===== src/shared/hlcr_pkg.sv =====
// Package: register map, field layout, reset values and carrier types of the config bank.
package hlcr_pkg;
  localparam int NREG = 15;
  localparam int AW = 12;
  // Printed offsets are word indices; the byte address is four times the index.
  localparam logic [5:0] IDX_RX_LANE_DELAY_B = 6'h27;
  localparam logic [5:0] IDX_RX_CLOCK_RECOVERY_CTRL = 6'h28;
  localparam logic [5:0] IDX_RX_DLL_CTRL = 6'h29;
  localparam logic [5:0] IDX_TX_POWER_CTRL = 6'h2A;
  localparam logic [5:0] IDX_TX_TERM_CALIB_BIAS = 6'h2B;
  localparam logic [5:0] IDX_PLL_DIVIDER_OVERRIDE = 6'h2C;
  localparam logic [5:0] IDX_IOMMU_REDIRECT_ADDR_A = 6'h2E;
  localparam logic [5:0] IDX_IOMMU_REDIRECT_ADDR_B = 6'h2F;
  localparam logic [5:0] IDX_MEM_TOP_LOW = 6'h30;
  localparam logic [5:0] IDX_MEM_TOP_HIGH = 6'h31;
  localparam logic [5:0] IDX_UNIT_CONFIG = 6'h32;
  localparam logic [5:0] IDX_RX_PHASE_READBACK = 6'h33;
  localparam logic [5:0] IDX_IOMMU_BASE_TAG_MASK = 6'h38;
  localparam logic [5:0] IDX_IOMMU_ISOC_TAG_MASK = 6'h39;
  localparam logic [5:0] IDX_BRIDGE_FATAL_FLOOD_ENABLE = 6'h3A;
  // Storage slots, in the order of the tables below.
  localparam int K_LANE = 0;
  localparam int K_CR = 1;
  localparam int K_DLL = 2;
  localparam int K_TXP = 3;
  localparam int K_TERM = 4;
  localparam int K_PLL = 5;
  localparam int K_RDA = 6;
  localparam int K_RDB = 7;
  localparam int K_MLO = 8;
  localparam int K_MHI = 9;
  localparam int K_UCFG = 10;
  localparam int K_PHRB = 11;
  localparam int K_BTAG = 12;
  localparam int K_ITAG = 13;
  localparam int K_FLOOD = 14;
  localparam logic [NREG-1:0][5:0] REG_IDX = {
    IDX_BRIDGE_FATAL_FLOOD_ENABLE, IDX_IOMMU_ISOC_TAG_MASK, IDX_IOMMU_BASE_TAG_MASK,
    IDX_RX_PHASE_READBACK, IDX_UNIT_CONFIG, IDX_MEM_TOP_HIGH, IDX_MEM_TOP_LOW,
    IDX_IOMMU_REDIRECT_ADDR_B, IDX_IOMMU_REDIRECT_ADDR_A, IDX_PLL_DIVIDER_OVERRIDE,
    IDX_TX_TERM_CALIB_BIAS, IDX_TX_POWER_CTRL, IDX_RX_DLL_CTRL,
    IDX_RX_CLOCK_RECOVERY_CTRL, IDX_RX_LANE_DELAY_B};
  localparam logic [NREG-1:0][31:0] REG_WMASK = {
    32'h00003FFC, 32'hFFFFFFFF, 32'hFFFFFFFF, 32'h001F0000, 32'hFFFFFFFF,
    32'h000000FF, 32'hFF800001, 32'hFFFFFFC0, 32'h000FFFFF, 32'h0000BBFF,
    32'hFFFFFFFF, 32'hFFFFFFFF, 32'hFFFFFFFF, 32'hFFFFFFFF, 32'hFFFFFFFF};
  localparam logic [NREG-1:0][31:0] REG_RESET = {
    32'h00000000, 32'h00000000, 32'h00000000, 32'h00000000, 32'h80000000,
    32'h00000000, 32'h00000000, 32'h00000000, 32'h00000000, 32'h00000000,
    32'h03200000, 32'h17000000, 32'h1980001E, 32'h40280200, 32'h00000000};
  // Field positions.
  localparam int CR_OFFSET_C_BIT = 8;
  localparam int CR_OBS_SEL_BIT = 9;
  localparam int CR_FREQ_LOOP_BIT = 10;
  localparam int CR_FREQ_BYP_BIT = 11;
  localparam int CR_PH_BYP_BIT = 12;
  localparam int CR_FREQ_VAL_LSB = 13;
  localparam int CR_FREQ_FILT_LSB = 19;
  localparam int CR_PH_FILT_LSB = 21;
  localparam int CR_PH_VAL_LSB = 23;
  localparam int CR_TRACK_BIT = 30;
  localparam int CR_SRC_BIT = 31;
  localparam int DLL_BYPASS_BIT = 0;
  localparam int DLL_RST_LSB = 1;
  localparam int DLL_PD_LSB = 3;
  localparam int DLL_CLKSEL_LSB = 5;
  localparam int DLL_RXON_LSB = 23;
  localparam int DLL_SRC_BIT = 25;
  localparam int DLL_PAD_RATE_LSB = 27;
  localparam int TXP_PD_LSB = 6;
  localparam int TXP_SAMPLE_LSB = 27;
  localparam int TERM_DIS_LSB = 0;
  localparam int TERM_INC_LSB = 18;
  localparam int TERM_DEC_LSB = 23;
  localparam int TERM_BIAS_LSB = 28;
  localparam int PLL_FB_LSB = 0;
  localparam int PLL_FB_EN_BIT = 7;
  localparam int PLL_REF_LSB = 8;
  localparam int PLL_REF_EN_BIT = 11;
  localparam int PLL_POST_LSB = 12;
  localparam int PLL_POST_EN_BIT = 15;
  localparam int RDB_LSB = 6;
  localparam int MLO_EN_BIT = 0;
  localparam int MLO_LSB = 23;
  localparam int UCFG_EXT_BAR_BIT = 28;
  localparam int UCFG_CTL_FORCE_BIT = 31;
  localparam int PHRB_SEL_LSB = 16;
  localparam int FLOOD_LO = 2;
  localparam int FLOOD_HI = 13;
  localparam int MEM_ADDR_W = 40;
  localparam int MEM_4GB_BIT = 32;

  typedef struct packed {
    logic psel;
    logic penable;
    logic pwrite;
    logic [AW-1:0] paddr;
    logic [31:0] pwdata;
  } hlcr_apb_req_s;

  typedef struct packed {
    logic pready;
    logic [31:0] prdata;
    logic pslverr;
  } hlcr_apb_rsp_s;

  typedef struct packed {
    logic [NREG-1:0][31:0] regs;
    hlcr_apb_rsp_s apb;
    logic mem_hit;
    logic ctl1;
    logic syncflood_req;
    logic [31:0] isoc_tag_avail;
    logic [51:0] redirect_addr;
    logic cr_track_en;
    logic [6:0] phase_eff;
    logic [5:0] freq_eff;
    logic [6:0] cr_observe;
    logic [1:0] dll_reset;
    logic [1:0] dll_power_down;
    logic [1:0] rx_power_on_n;
    logic [6:0] pll_feedback_div;
    logic [1:0] pll_ref_div;
    logic [1:0] pll_core_post_div;
    logic [15:0] tx_bias_en;
  } hlcr_state_s;
endpackage


===== src/core/hlcr_config_regs.sv =====
// Module: APB register bank and control muxing of the host-link unit configuration.
`timescale 1ns/1ps
module hlcr_config_regs (
  input wire logic i_sys_clk,
  input wire logic i_rst_b,
  input wire hlcr_pkg::hlcr_apb_req_s i_apb,
  output hlcr_pkg::hlcr_apb_rsp_s o_apb,
  input wire logic [hlcr_pkg::MEM_ADDR_W-1:0] i_mem_addr,
  input wire logic i_core_ctl1,
  input wire logic [13:0] i_bridge_fatal,
  input wire logic [31:0] i_isoc_tag_free,
  input wire logic i_core_cr_en,
  input wire logic [6:0] i_phase_cnt,
  input wire logic [5:0] i_freq_est,
  input wire logic [1:0] i_core_dll_reset,
  input wire logic [1:0] i_core_dll_pd,
  input wire logic [1:0] i_core_rx_on_n,
  input wire logic [6:0] i_core_fb_div,
  input wire logic [1:0] i_core_ref_div,
  input wire logic [1:0] i_core_post_div,
  input wire logic [7:0] i_rx_phase_readback,
  output logic o_mem_hit,
  output logic o_ext_cfg_bar_decode_en,
  output logic o_ctl1,
  output logic o_syncflood_req,
  output logic [31:0] o_isoc_tag_avail,
  output logic [31:0] o_base_tag_mask,
  output logic [51:0] o_redirect_addr,
  output logic o_cr_track_en,
  output logic [6:0] o_phase_eff,
  output logic [5:0] o_freq_eff,
  output logic [6:0] o_cr_observe,
  output logic o_freq_loop_en,
  output logic [1:0] o_freq_filter_size,
  output logic [1:0] o_phase_filter_size,
  output logic o_offset_cancel_en,
  output logic o_dll_bypass,
  output logic [17:0] o_dll_clk_sel,
  output logic [1:0] o_dll_reset,
  output logic [1:0] o_dll_power_down,
  output logic [1:0] o_rx_power_on_n,
  output logic [4:0] o_calib_update_rate,
  output logic [4:0] o_calib_sample_delay,
  output logic [4:0] o_calib_upper_limit,
  output logic [4:0] o_calib_lower_limit,
  output logic [6:0] o_pll_feedback_div,
  output logic [1:0] o_pll_ref_div,
  output logic [1:0] o_pll_core_post_div,
  output logic [15:0] o_tx_bias_en,
  output logic o_tx_bias_clk_ctl_en,
  output logic [17:0] o_tx_lane_power_down,
  output logic [17:0] o_tx_lane_term_disable,
  output logic [39:0] o_rx_lane_delay,
  output logic [4:0] o_phase_readback_sel
);
  hlcr_pkg::hlcr_state_s s_reg;
  hlcr_pkg::hlcr_state_s s_next;
  logic apb_setup;
  logic apb_done;
  logic addr_ok;
  logic [hlcr_pkg::MEM_ADDR_W-1:0] upper_mem_limit;
  logic [15:0] bias_lane;

  assign apb_setup = i_apb.psel & ~i_apb.penable;
  // The answer is registered, so every transfer takes exactly one access cycle.
  assign apb_done = i_apb.psel & i_apb.penable & s_reg.apb.pready;
  assign addr_ok = (i_apb.paddr[hlcr_pkg::AW-1:8] == '0) && (i_apb.paddr[1:0] == 2'h0);

  // Low limit bits sit at address bits 31:23, high bits at 39:32, reaching 1TB.
  assign upper_mem_limit = {
    s_reg.regs[hlcr_pkg::K_MHI][7:0],
    s_reg.regs[hlcr_pkg::K_MLO][31:hlcr_pkg::MLO_LSB],
    23'h000000};

  // Bias group 0 drives the clock and control lanes; lanes 2, 6, 10, 14 are always biased.
  for (genvar g = 0; g < 16; g++) begin : g_bias
    if (g % 4 == 2) begin : g_fixed
      assign bias_lane[g] = 1'b1;
    end else if (g % 4 == 3) begin : g_grp3
      assign bias_lane[g] = s_reg.regs[hlcr_pkg::K_TERM][hlcr_pkg::TERM_BIAS_LSB + 3];
    end else if (g % 4 == 1) begin : g_grp2
      assign bias_lane[g] = s_reg.regs[hlcr_pkg::K_TERM][hlcr_pkg::TERM_BIAS_LSB + 2];
    end else begin : g_grp1
      assign bias_lane[g] = s_reg.regs[hlcr_pkg::K_TERM][hlcr_pkg::TERM_BIAS_LSB + 1];
    end
  end

  always_comb begin
    s_next = s_reg;
    // Bus side: answer is prepared in the setup cycle and stands for one access cycle.
    s_next.apb.pready = apb_setup;
    if (apb_setup) begin
      s_next.apb.prdata = 32'h00000000;
      s_next.apb.pslverr = 1'b1;
      for (int k = 0; k < hlcr_pkg::NREG; k++) begin
        if (addr_ok && (i_apb.paddr[7:2] == hlcr_pkg::REG_IDX[k])) begin
          s_next.apb.prdata = s_reg.regs[k];
          s_next.apb.pslverr = 1'b0;
        end
      end
    end else if (apb_done) begin
      s_next.apb.prdata = 32'h00000000;
      s_next.apb.pslverr = 1'b0;
    end
    if (apb_done && i_apb.pwrite) begin
      for (int k = 0; k < hlcr_pkg::NREG; k++) begin
        if (addr_ok && (i_apb.paddr[7:2] == hlcr_pkg::REG_IDX[k])) begin
          s_next.regs[k] = (i_apb.pwdata & hlcr_pkg::REG_WMASK[k]) |
                           (s_reg.regs[k] & ~hlcr_pkg::REG_WMASK[k]);
        end
      end
    end
    // The read-only phase field follows the receiver every cycle.
    s_next.regs[hlcr_pkg::K_PHRB][7:0] = i_rx_phase_readback;

    // Derived controls are registered from the current settings, one cycle behind them; cr_observe picks the registered phase_eff and freq_eff, two cycles behind.
    s_next.mem_hit = s_reg.regs[hlcr_pkg::K_MLO][hlcr_pkg::MLO_EN_BIT] &&
                     (i_mem_addr[hlcr_pkg::MEM_ADDR_W-1:hlcr_pkg::MEM_4GB_BIT] != '0) &&
                     (i_mem_addr < upper_mem_limit);
    s_next.ctl1 = s_reg.regs[hlcr_pkg::K_UCFG][hlcr_pkg::UCFG_CTL_FORCE_BIT] | i_core_ctl1;
    s_next.syncflood_req = |(i_bridge_fatal[hlcr_pkg::FLOOD_HI:hlcr_pkg::FLOOD_LO] &
      s_reg.regs[hlcr_pkg::K_FLOOD][hlcr_pkg::FLOOD_HI:hlcr_pkg::FLOOD_LO]);
    s_next.isoc_tag_avail = i_isoc_tag_free & ~s_reg.regs[hlcr_pkg::K_ITAG];
    s_next.redirect_addr = {s_reg.regs[hlcr_pkg::K_RDA][19:0],
      s_reg.regs[hlcr_pkg::K_RDB][31:hlcr_pkg::RDB_LSB], 6'h00};
    s_next.cr_track_en = s_reg.regs[hlcr_pkg::K_CR][hlcr_pkg::CR_SRC_BIT] ?
      s_reg.regs[hlcr_pkg::K_CR][hlcr_pkg::CR_TRACK_BIT] : i_core_cr_en;
    s_next.phase_eff = s_reg.regs[hlcr_pkg::K_CR][hlcr_pkg::CR_PH_BYP_BIT] ?
      s_reg.regs[hlcr_pkg::K_CR][hlcr_pkg::CR_PH_VAL_LSB +: 7] : i_phase_cnt;
    s_next.freq_eff = s_reg.regs[hlcr_pkg::K_CR][hlcr_pkg::CR_FREQ_BYP_BIT] ?
      s_reg.regs[hlcr_pkg::K_CR][hlcr_pkg::CR_FREQ_VAL_LSB +: 6] : i_freq_est;
    s_next.cr_observe = s_reg.regs[hlcr_pkg::K_CR][hlcr_pkg::CR_OBS_SEL_BIT] ?
      s_reg.phase_eff : {1'b0, s_reg.freq_eff};
    if (s_reg.regs[hlcr_pkg::K_DLL][hlcr_pkg::DLL_SRC_BIT]) begin
      s_next.dll_reset = s_reg.regs[hlcr_pkg::K_DLL][hlcr_pkg::DLL_RST_LSB +: 2];
      s_next.dll_power_down = s_reg.regs[hlcr_pkg::K_DLL][hlcr_pkg::DLL_PD_LSB +: 2];
      s_next.rx_power_on_n = s_reg.regs[hlcr_pkg::K_DLL][hlcr_pkg::DLL_RXON_LSB +: 2];
    end else begin
      s_next.dll_reset = i_core_dll_reset;
      s_next.dll_power_down = i_core_dll_pd;
      s_next.rx_power_on_n = i_core_rx_on_n;
    end
    s_next.pll_feedback_div = s_reg.regs[hlcr_pkg::K_PLL][hlcr_pkg::PLL_FB_EN_BIT] ?
      s_reg.regs[hlcr_pkg::K_PLL][hlcr_pkg::PLL_FB_LSB +: 7] : i_core_fb_div;
    s_next.pll_ref_div = s_reg.regs[hlcr_pkg::K_PLL][hlcr_pkg::PLL_REF_EN_BIT] ?
      s_reg.regs[hlcr_pkg::K_PLL][hlcr_pkg::PLL_REF_LSB +: 2] : i_core_ref_div;
    s_next.pll_core_post_div = s_reg.regs[hlcr_pkg::K_PLL][hlcr_pkg::PLL_POST_EN_BIT] ?
      s_reg.regs[hlcr_pkg::K_PLL][hlcr_pkg::PLL_POST_LSB +: 2] : i_core_post_div;
    s_next.tx_bias_en = bias_lane;
  end

  always_ff @(posedge i_sys_clk or negedge i_rst_b) begin
    if (!i_rst_b) begin
      s_reg <= '{regs: hlcr_pkg::REG_RESET, default: '0};
    end else begin
      s_reg <= s_next;
    end
  end

  // Plain settings leave straight from their register bits.
  assign o_apb = s_reg.apb;
  assign o_mem_hit = s_reg.mem_hit;
  assign o_ext_cfg_bar_decode_en = s_reg.regs[hlcr_pkg::K_UCFG][hlcr_pkg::UCFG_EXT_BAR_BIT];
  assign o_ctl1 = s_reg.ctl1;
  assign o_syncflood_req = s_reg.syncflood_req;
  assign o_isoc_tag_avail = s_reg.isoc_tag_avail;
  assign o_base_tag_mask = s_reg.regs[hlcr_pkg::K_BTAG];
  assign o_redirect_addr = s_reg.redirect_addr;
  assign o_cr_track_en = s_reg.cr_track_en;
  assign o_phase_eff = s_reg.phase_eff;
  assign o_freq_eff = s_reg.freq_eff;
  assign o_cr_observe = s_reg.cr_observe;
  assign o_freq_loop_en = s_reg.regs[hlcr_pkg::K_CR][hlcr_pkg::CR_FREQ_LOOP_BIT];
  assign o_freq_filter_size = s_reg.regs[hlcr_pkg::K_CR][hlcr_pkg::CR_FREQ_FILT_LSB +: 2];
  assign o_phase_filter_size = s_reg.regs[hlcr_pkg::K_CR][hlcr_pkg::CR_PH_FILT_LSB +: 2];
  assign o_offset_cancel_en = s_reg.regs[hlcr_pkg::K_CR][hlcr_pkg::CR_OFFSET_C_BIT];
  assign o_dll_bypass = s_reg.regs[hlcr_pkg::K_DLL][hlcr_pkg::DLL_BYPASS_BIT];
  assign o_dll_clk_sel = s_reg.regs[hlcr_pkg::K_DLL][hlcr_pkg::DLL_CLKSEL_LSB +: 18];
  assign o_dll_reset = s_reg.dll_reset;
  assign o_dll_power_down = s_reg.dll_power_down;
  assign o_rx_power_on_n = s_reg.rx_power_on_n;
  assign o_calib_update_rate = s_reg.regs[hlcr_pkg::K_DLL][hlcr_pkg::DLL_PAD_RATE_LSB +: 5];
  assign o_calib_sample_delay = s_reg.regs[hlcr_pkg::K_TXP][hlcr_pkg::TXP_SAMPLE_LSB +: 5];
  assign o_calib_upper_limit = s_reg.regs[hlcr_pkg::K_TERM][hlcr_pkg::TERM_INC_LSB +: 5];
  assign o_calib_lower_limit = s_reg.regs[hlcr_pkg::K_TERM][hlcr_pkg::TERM_DEC_LSB +: 5];
  assign o_pll_feedback_div = s_reg.pll_feedback_div;
  assign o_pll_ref_div = s_reg.pll_ref_div;
  assign o_pll_core_post_div = s_reg.pll_core_post_div;
  assign o_tx_bias_en = s_reg.tx_bias_en;
  assign o_tx_bias_clk_ctl_en = s_reg.regs[hlcr_pkg::K_TERM][hlcr_pkg::TERM_BIAS_LSB];
  assign o_tx_lane_power_down = s_reg.regs[hlcr_pkg::K_TXP][hlcr_pkg::TXP_PD_LSB +: 18];
  assign o_tx_lane_term_disable = s_reg.regs[hlcr_pkg::K_TERM][hlcr_pkg::TERM_DIS_LSB +: 18];
  assign o_rx_lane_delay = {s_reg.regs[hlcr_pkg::K_CR][7:0], s_reg.regs[hlcr_pkg::K_LANE]};
  assign o_phase_readback_sel = s_reg.regs[hlcr_pkg::K_PHRB][hlcr_pkg::PHRB_SEL_LSB +: 5];

  mem_window_a: assert property (@(posedge i_sys_clk) disable iff (!i_rst_b)
    o_mem_hit |-> $past(i_mem_addr) >= 40'h0100000000 &&
      $past(i_mem_addr) < $past(upper_mem_limit))
    else $error("memory hit outside the decode window");
  ctl_force_a: assert property (@(posedge i_sys_clk) disable iff (!i_rst_b)
    // Derived outputs still hold their reset value one edge after release, hence the guard.
    i_rst_b && s_reg.regs[hlcr_pkg::K_UCFG][hlcr_pkg::UCFG_CTL_FORCE_BIT] |=> o_ctl1)
    else $error("control line not forced high");
  flood_gate_a: assert property (@(posedge i_sys_clk) disable iff (!i_rst_b)
    o_syncflood_req |-> $past(i_bridge_fatal[13:2] & s_reg.regs[hlcr_pkg::K_FLOOD][13:2]) != '0)
    else $error("syncflood without an enabled fatal error");
  isoc_mask_a: assert property (@(posedge i_sys_clk) disable iff (!i_rst_b)
    i_rst_b |=> (o_isoc_tag_avail & $past(s_reg.regs[hlcr_pkg::K_ITAG])) == 32'h00000000)
    else $error("masked isochronous tag offered");
  cr_source_a: assert property (@(posedge i_sys_clk) disable iff (!i_rst_b)
    i_rst_b && !s_reg.regs[hlcr_pkg::K_CR][hlcr_pkg::CR_SRC_BIT] |=>
      o_cr_track_en == $past(i_core_cr_en))
    else $error("tracking enable not from core");
  phase_bypass_a: assert property (@(posedge i_sys_clk) disable iff (!i_rst_b)
    s_reg.regs[hlcr_pkg::K_CR][hlcr_pkg::CR_PH_BYP_BIT] |=>
      o_phase_eff == $past(s_reg.regs[hlcr_pkg::K_CR][29:23]))
    else $error("phase bypass value not applied");
  freq_bypass_a: assert property (@(posedge i_sys_clk) disable iff (!i_rst_b)
    i_rst_b && !s_reg.regs[hlcr_pkg::K_CR][hlcr_pkg::CR_FREQ_BYP_BIT] |=>
      o_freq_eff == $past(i_freq_est))
    else $error("frequency estimator not passed through");
  pll_override_a: assert property (@(posedge i_sys_clk) disable iff (!i_rst_b)
    i_rst_b && !s_reg.regs[hlcr_pkg::K_PLL][hlcr_pkg::PLL_FB_EN_BIT] |=>
      o_pll_feedback_div == $past(i_core_fb_div))
    else $error("feedback divider overridden while disabled");
  bias_fixed_a: assert property (@(posedge i_sys_clk) disable iff (!i_rst_b)
    i_rst_b |=> (o_tx_bias_en[2] && o_tx_bias_en[6] && o_tx_bias_en[10] && o_tx_bias_en[14]))
    else $error("fixed bias lane disabled");
  apb_answer_a: assert property (@(posedge i_sys_clk) disable iff (!i_rst_b)
    (apb_setup && !addr_ok) |=> o_apb.pready && o_apb.pslverr && o_apb.prdata == 32'h00000000)
    else $error("unmapped access not refused");
endmodule // hlcr_config_regs


===== config.mk =====
export PLATFORM = sky130hd
export DESIGN_NAME = hlcr_config_regs
export DESIGN_NICKNAME = d
export VERILOG_FILES = /design/src/shared/hlcr_pkg.sv /design/src/core/hlcr_config_regs.sv
export SDC_FILE = /design/constraint.sdc
export NUM_CORES = 1
export LEC_CHECK = 0
export BUFFER_PORTS_ARGS = -buffer_cell sky130_fd_sc_hd__buf_2
export CORE_MARGIN = 2
export CORE_UTILIZATION = 50
export DETAILED_ROUTE_END_ITERATION = 8
export PLACE_DENSITY = 0.84
export SYNTH_ARGS = -nofsm -noshare
export SYNTH_HDL_FRONTEND = slang
export SYNTH_SLANG_ARGS = --single-unit

===== constraint.sdc =====
create_clock -name i_sys_clk -period 1.9 [get_ports i_sys_clk]
set_input_delay 0.19 -clock i_sys_clk [delete_from_list [all_inputs] [get_ports i_sys_clk]]
set_output_delay 0.19 -clock i_sys_clk [all_outputs]
set_load 0.05 [all_outputs]

* Word-level counts from Yosys, hierarchy flattened
Cells that the tools add are included.
W data, S select, Z words.
** Operators by class
- Magnitude comparators :: 1
- Equality and inequality tests :: 15
- Mux-type cells :: 25
- Bitwise logic cells :: 15
- Reductions and logical operators :: 39
** Operators by type and width (number)
- $mux W33 :: 17
- $eq A6 B6 Y1 const B :: 15
- $lt A40 B40 Y1 :: 1
- $and A32 B32 Y32 :: 1
- $not A32 Y32 :: 1
- $or A14 B32 Y32 :: 1
- $or A16 B32 Y32 :: 1
- $or A20 B32 Y32 :: 1
- $or A21 B32 Y32 :: 1
- $or A32 B23 Y32 :: 1
- $or A32 B6 Y32 :: 1
- $or A8 B32 Y32 :: 1
- $reduce_and A2 Y1 :: 15
- $mux W7 :: 3
- $logic_and A1 B1 Y1 :: 19
- $and A12 B12 Y12 :: 1
- $mux W6 :: 2
- $reduce_or A12 Y1 :: 1
- $reduce_bool A8 Y1 :: 1
- $logic_not A4 Y1 :: 1
- $mux W2 :: 2
- $and A1 B1 Y1 :: 3
- $logic_not A2 Y1 :: 1
- $reduce_bool A2 Y1 :: 1
- other kinds (3) :: 3
** Word-level totals
- Register bits after elaboration :: 649
- Input bits :: 175

* Logic depth before layout (Yosys ltp)
- Depth in word-level cells :: 19
- Mapped depth :: 10
- Mapped depth without buffers :: 7

* Least setup slack after synthesis
Ideal clock, no wire load.
- Path type :: in2reg
- Start point :: input i_apb[41] in the netlist's numbering
- End point :: register s_reg, in the netlist s_next[75]
- Library setup time :: 0.125 ns
- Data arrival time :: 2.021 ns
- Required time :: 1.775 ns
- Slack :: -0.246 ns
- Stages on the path :: 7
- Path buffers :: 2
- Cells stage by stage :: or4_1 -> buf_4 -> nor2_1 -> nand2_1 -> nor2_4 -> buf_6 -> mux2_2
** On the way
- Longest elaborated chain between the ends :: 4
** Ends and longest elaborated chain
- from (decl) :: line hlcr_config_regs.sv:6 : input wire hlcr_pkg::hlcr_apb_req_s i_apb,
- $logic_not A4 Y1 :: line hlcr_config_regs.sv:67 : assign addr_ok = (i_apb.paddr[hlcr_pkg::AW-1:8] == '0) && (i_apb.paddr[1:0] == 2'h0);
- $logic_and A1 B1 Y1 :: line hlcr_config_regs.sv:67
- $logic_and A1 B1 Y1 :: line hlcr_config_regs.sv:107 : if (addr_ok && (i_apb.paddr[7:2] == hlcr_pkg::REG_IDX[k])) begin
- $reduce_and A2 Y1 (no line)
- to (signal assigned) :: line hlcr_config_regs.sv:156 : s_reg <= s_next;
- to (decl) :: line hlcr_config_regs.sv:56 : hlcr_pkg::hlcr_state_s s_reg;
Every way passes these cells.
A chain may end at the register's enable or synchronous reset.

==> impl_metrics.csv <==
group,metric,value,unit
run_status,status,"completed",
detailed_routing,antenna_left,0,
worst_setup_path,path_delay_family,"compound AO/OA/AOI/OAI gates",
worst_setup_path,worstSetupStartpoint,"s_reg[469]$_DFFE_PN0P_",
sta,fin_crit_sh,99.4,%
sta,setup_viol,0,
synthesis,synthArstFlopShare,100,%
worst_setup_path,crit_end,"o_mem_hit$_DFF_PN0_",
floorplan,core,0.0503,sq mm
sta,final-hold-violation-count,0,
sta,setup_ws,0.0105,ns
worst_setup_path,cp.arrival,2.39,ns
power,power-per-cell-area,790,mW/mm^2
synthesis,synth_cell_types,86,
detailed_routing,num_vias,19700,
floorplan,start_util,50.7,%
synthesis,synthesis.area,0.0255,sq mm
worst_hold_path,min_path_type,"in -> reg",
global_route,grt_antenna_before_repair,5,
clocking,root_buffer,"clkbuf_16",
worst_setup_path,cp_slowest_cell,"dfrtp_1",
clocking,clock_sinks,516,
worst_setup_path,crit_chain,"inv_1, ha_1, nand4_1, nor2_1, a221oi_2, o211ai_1, a41oi_1",
detailed_routing,wl_per_cell,27.4,um
worst_setup_path,crit_path_max_incr_delay,0.38,ns
worst_setup_path,cp_data_required_time,2.40,ns
detailed_routing,via_per_inst,5.91,
detailed_routing,finalWirelength,91300,um
sta,slew_viol_final,0,
synthesis,synth-seq-area-share,50.7,%
sta,hold_ws,0.0408,ns
global_route,grt_overflow,0,
clocking,clk_latency,0.62,ns
global_route,grt_pass1_vias,20200,
worst_setup_path,r2r_end,"o_mem_hit$_DFF_PN0_",
synthesis,yosysWarnings,0,
floorplan,die_w,230,um
detailed_routing,drtPass1Iterations,6,
placement,dp.cells,3132,
global_route,grt.total_usage,34.1,%
floorplan,core.rowCount,82,
flow_run,cap_viol_max_count,0,
worst_setup_path,path_class,"reg -> reg",
final_layout,layout-drive-gt1-share,50.4,%
worst_setup_path,crit_buf_inv,1,
floorplan,die_area,0.0528,sq mm
power,p_leak,15.8,nW
synthesis,synth_edf_count,0,
power,ir_worst_vdd,0.000728,V
detailed_routing,dr.first_iter.drc_count,1993,
clocking,numCtsBuffers,53,
clocking,cts_tree,"built",
sta,period_needed,1.89,ns
placement,io_buffers,478,
synthesis,avgSynthCellArea,11.8,sq um
sta,max_freq,529,MHz
floorplan,ios,510,
final_layout,finalNetCount,2800,
worst_setup_path,crit_cells,7,
worst_setup_path,start_kind,"flop",
detailed_routing,drc_errors,0,
sta,slew_headroom,50.4,%
final_layout,fillers,3933,
final_layout,finalCoreUtilization,62.5,%
final_layout,instances_no_fill,3327,
placement,gp_congestion,0.941,
worst_setup_path,path_max_fanout,3,
worst_setup_path,end_kind,"flop",
worst_setup_path,r2r_slack,0.01,ns
final_layout,final_common_cell,"dfrtp_1",
global_route,grt_pass1_wl,133000,um
final_layout,largest_reg_flops,150,
global_route,grt_max_degree,74,
power,totalPowerFinal,24.8,mW
worst_setup_path,rr_startpoint,"s_reg[469]$_DFFE_PN0P_",
synthesis,syn-instance-count,2160,
placement,place_hpwl,68700,um
clocking,cts_buffer_depth,3,
floorplan,dieHeight,230,um
placement,place_ws,-0.740,ns
final_layout,mostFrequentLayoutCells,"dfrtp_1, buf_2, mux2_2, buf_4, nand2_1",
clocking,h-tree-depth,2,
synthesis,ys.flop_type,"dfrtp_1",
clocking,cts.clk_slew.worst_paths,0.06,ns
sta,worst_pin_slew,0.725,ns
final_layout,areaGrowthSynthToFinish,23.2,%
sta,fin_skew,0.0223,ns
worst_setup_path,reg2regPathDepth,7,
synthesis,ys_ff_latch,516,
==> synthesized netlist by cell type (29+ instances only) <==
library cell | count | area [sq um]
dfrtp_1 | 496 | 12400
mux2_2 | 352 | 3960
o21ai_0 | 93 | 465
nand2_1 | 116 | 435
buf_2 | 30 | 150
nor3_1 | 29 | 145
nor2b_1 | 50 | 313
mux2_4 | 30 | 450
clkbuf_1 | 75 | 282
buf_4 | 332 | 2490
nor2_1 | 65 | 244
a21oi_1 | 74 | 370
==> worst reg2reg max path, delay by kind of cell (launching register included) <==
| family | cells | cell delay (ns) |
|---|---|---|
| buf+inv | 1 | 0.06 |
| fa+ha+maj | 1 | 0.29 |
| simple gates | 2 | 0.19 |
| flops | 1 | 0.38 |
| compound gates | 3 | 0.87 |
==> layer usage <==
metal / wire (um) / track usage (%) / up-vias
met3: 7090 / 6.11 / 316
li1: - / - / 8258
met5: 50 / 0 / -
met2: 42600 / 55.5 / 1109
met4: 6280 / 20.3 / 8
met1: 35200 / 42.8 / 9984
==> repair_timing <==
action                                 in CTS  in global routing
endpoints found under the hold margin     322                  0
pin swaps                                   2                 12
resized for setup                          14                 13
setup endpoints to repair                  68                 14
buffers inserted                            1                  2
hold buffers                               91                  0
==> power by group <==
group,switching [mW],total (mW),leakage (nW),internal (mW)
combinational,1.29,1.94,7.97,0.644
sequential,0.0364,11.1,6.91,11.1
clock,4.57,11.8,0.967,7.18
==> worst min-delay path by stage <==
stage | start | end | slack [ns] | cells after the start
global route | i_apb[21] | o_calib_upper_limit[3]$_DFFE_PN1P_ | 0.03 | 2
finish | i_apb[21] | o_calib_upper_limit[3]$_DFFE_PN1P_ | 0.04 | 2
detailed placement | i_rst_b | o_phase_filter_size[1]$_DFFE_PN0P_ | 0.17 | 1
global placement | i_rst_b | o_phase_filter_size[1]$_DFFE_PN0P_ | 0.16 | 1
CTS | i_apb[21] | o_calib_upper_limit[3]$_DFFE_PN1P_ | 0.004 | 2
floorplan | i_rst_b | bias_lane[0]$_DFFE_PN0P_ | -0.11 | 0
==> layout make-up <==
| class | instances | area (sq um) | share of cell area, % |
|---|---|---|---|
| Clock buffer | 69 | 1530 | 4.87 |
| Sequential cell | 516 | 12900 | 41.2 |
| Timing Repair Buffer | 859 | 5920 | 18.9 |
| Antenna cell | 1 | 2.50 | 0.00797 |
| Inverter | 18 | 67.6 | 0.215 |
| Clock inverter | 31 | 457 | 1.45 |
| Tap cell | 672 | 841 | 2.68 |
| Multi-Input combinational cell | 1161 | 9640 | 30.7 |
==> logic make-up after synthesis <==
group	share of synthesized area [%]
other	0.0295
and+or+nand+nor	8.05
muxes	18.1
buffers and inverters	12.7
adders and majority gates	0.785
DFF	50.7
AOI/OAI and AO/OA	9.57
==> per-stage QoR <==
step	instance area [sq um]	TNS [ns]
final	31400	0
after global routing	31400	-0.00631
after CTS	31300	0
after detailed placement	28300	-129.23
after global placement	28300	-121.00
after floorplan	25700	-17.47
No activity file was read; power rests on OpenSTA's default activity.
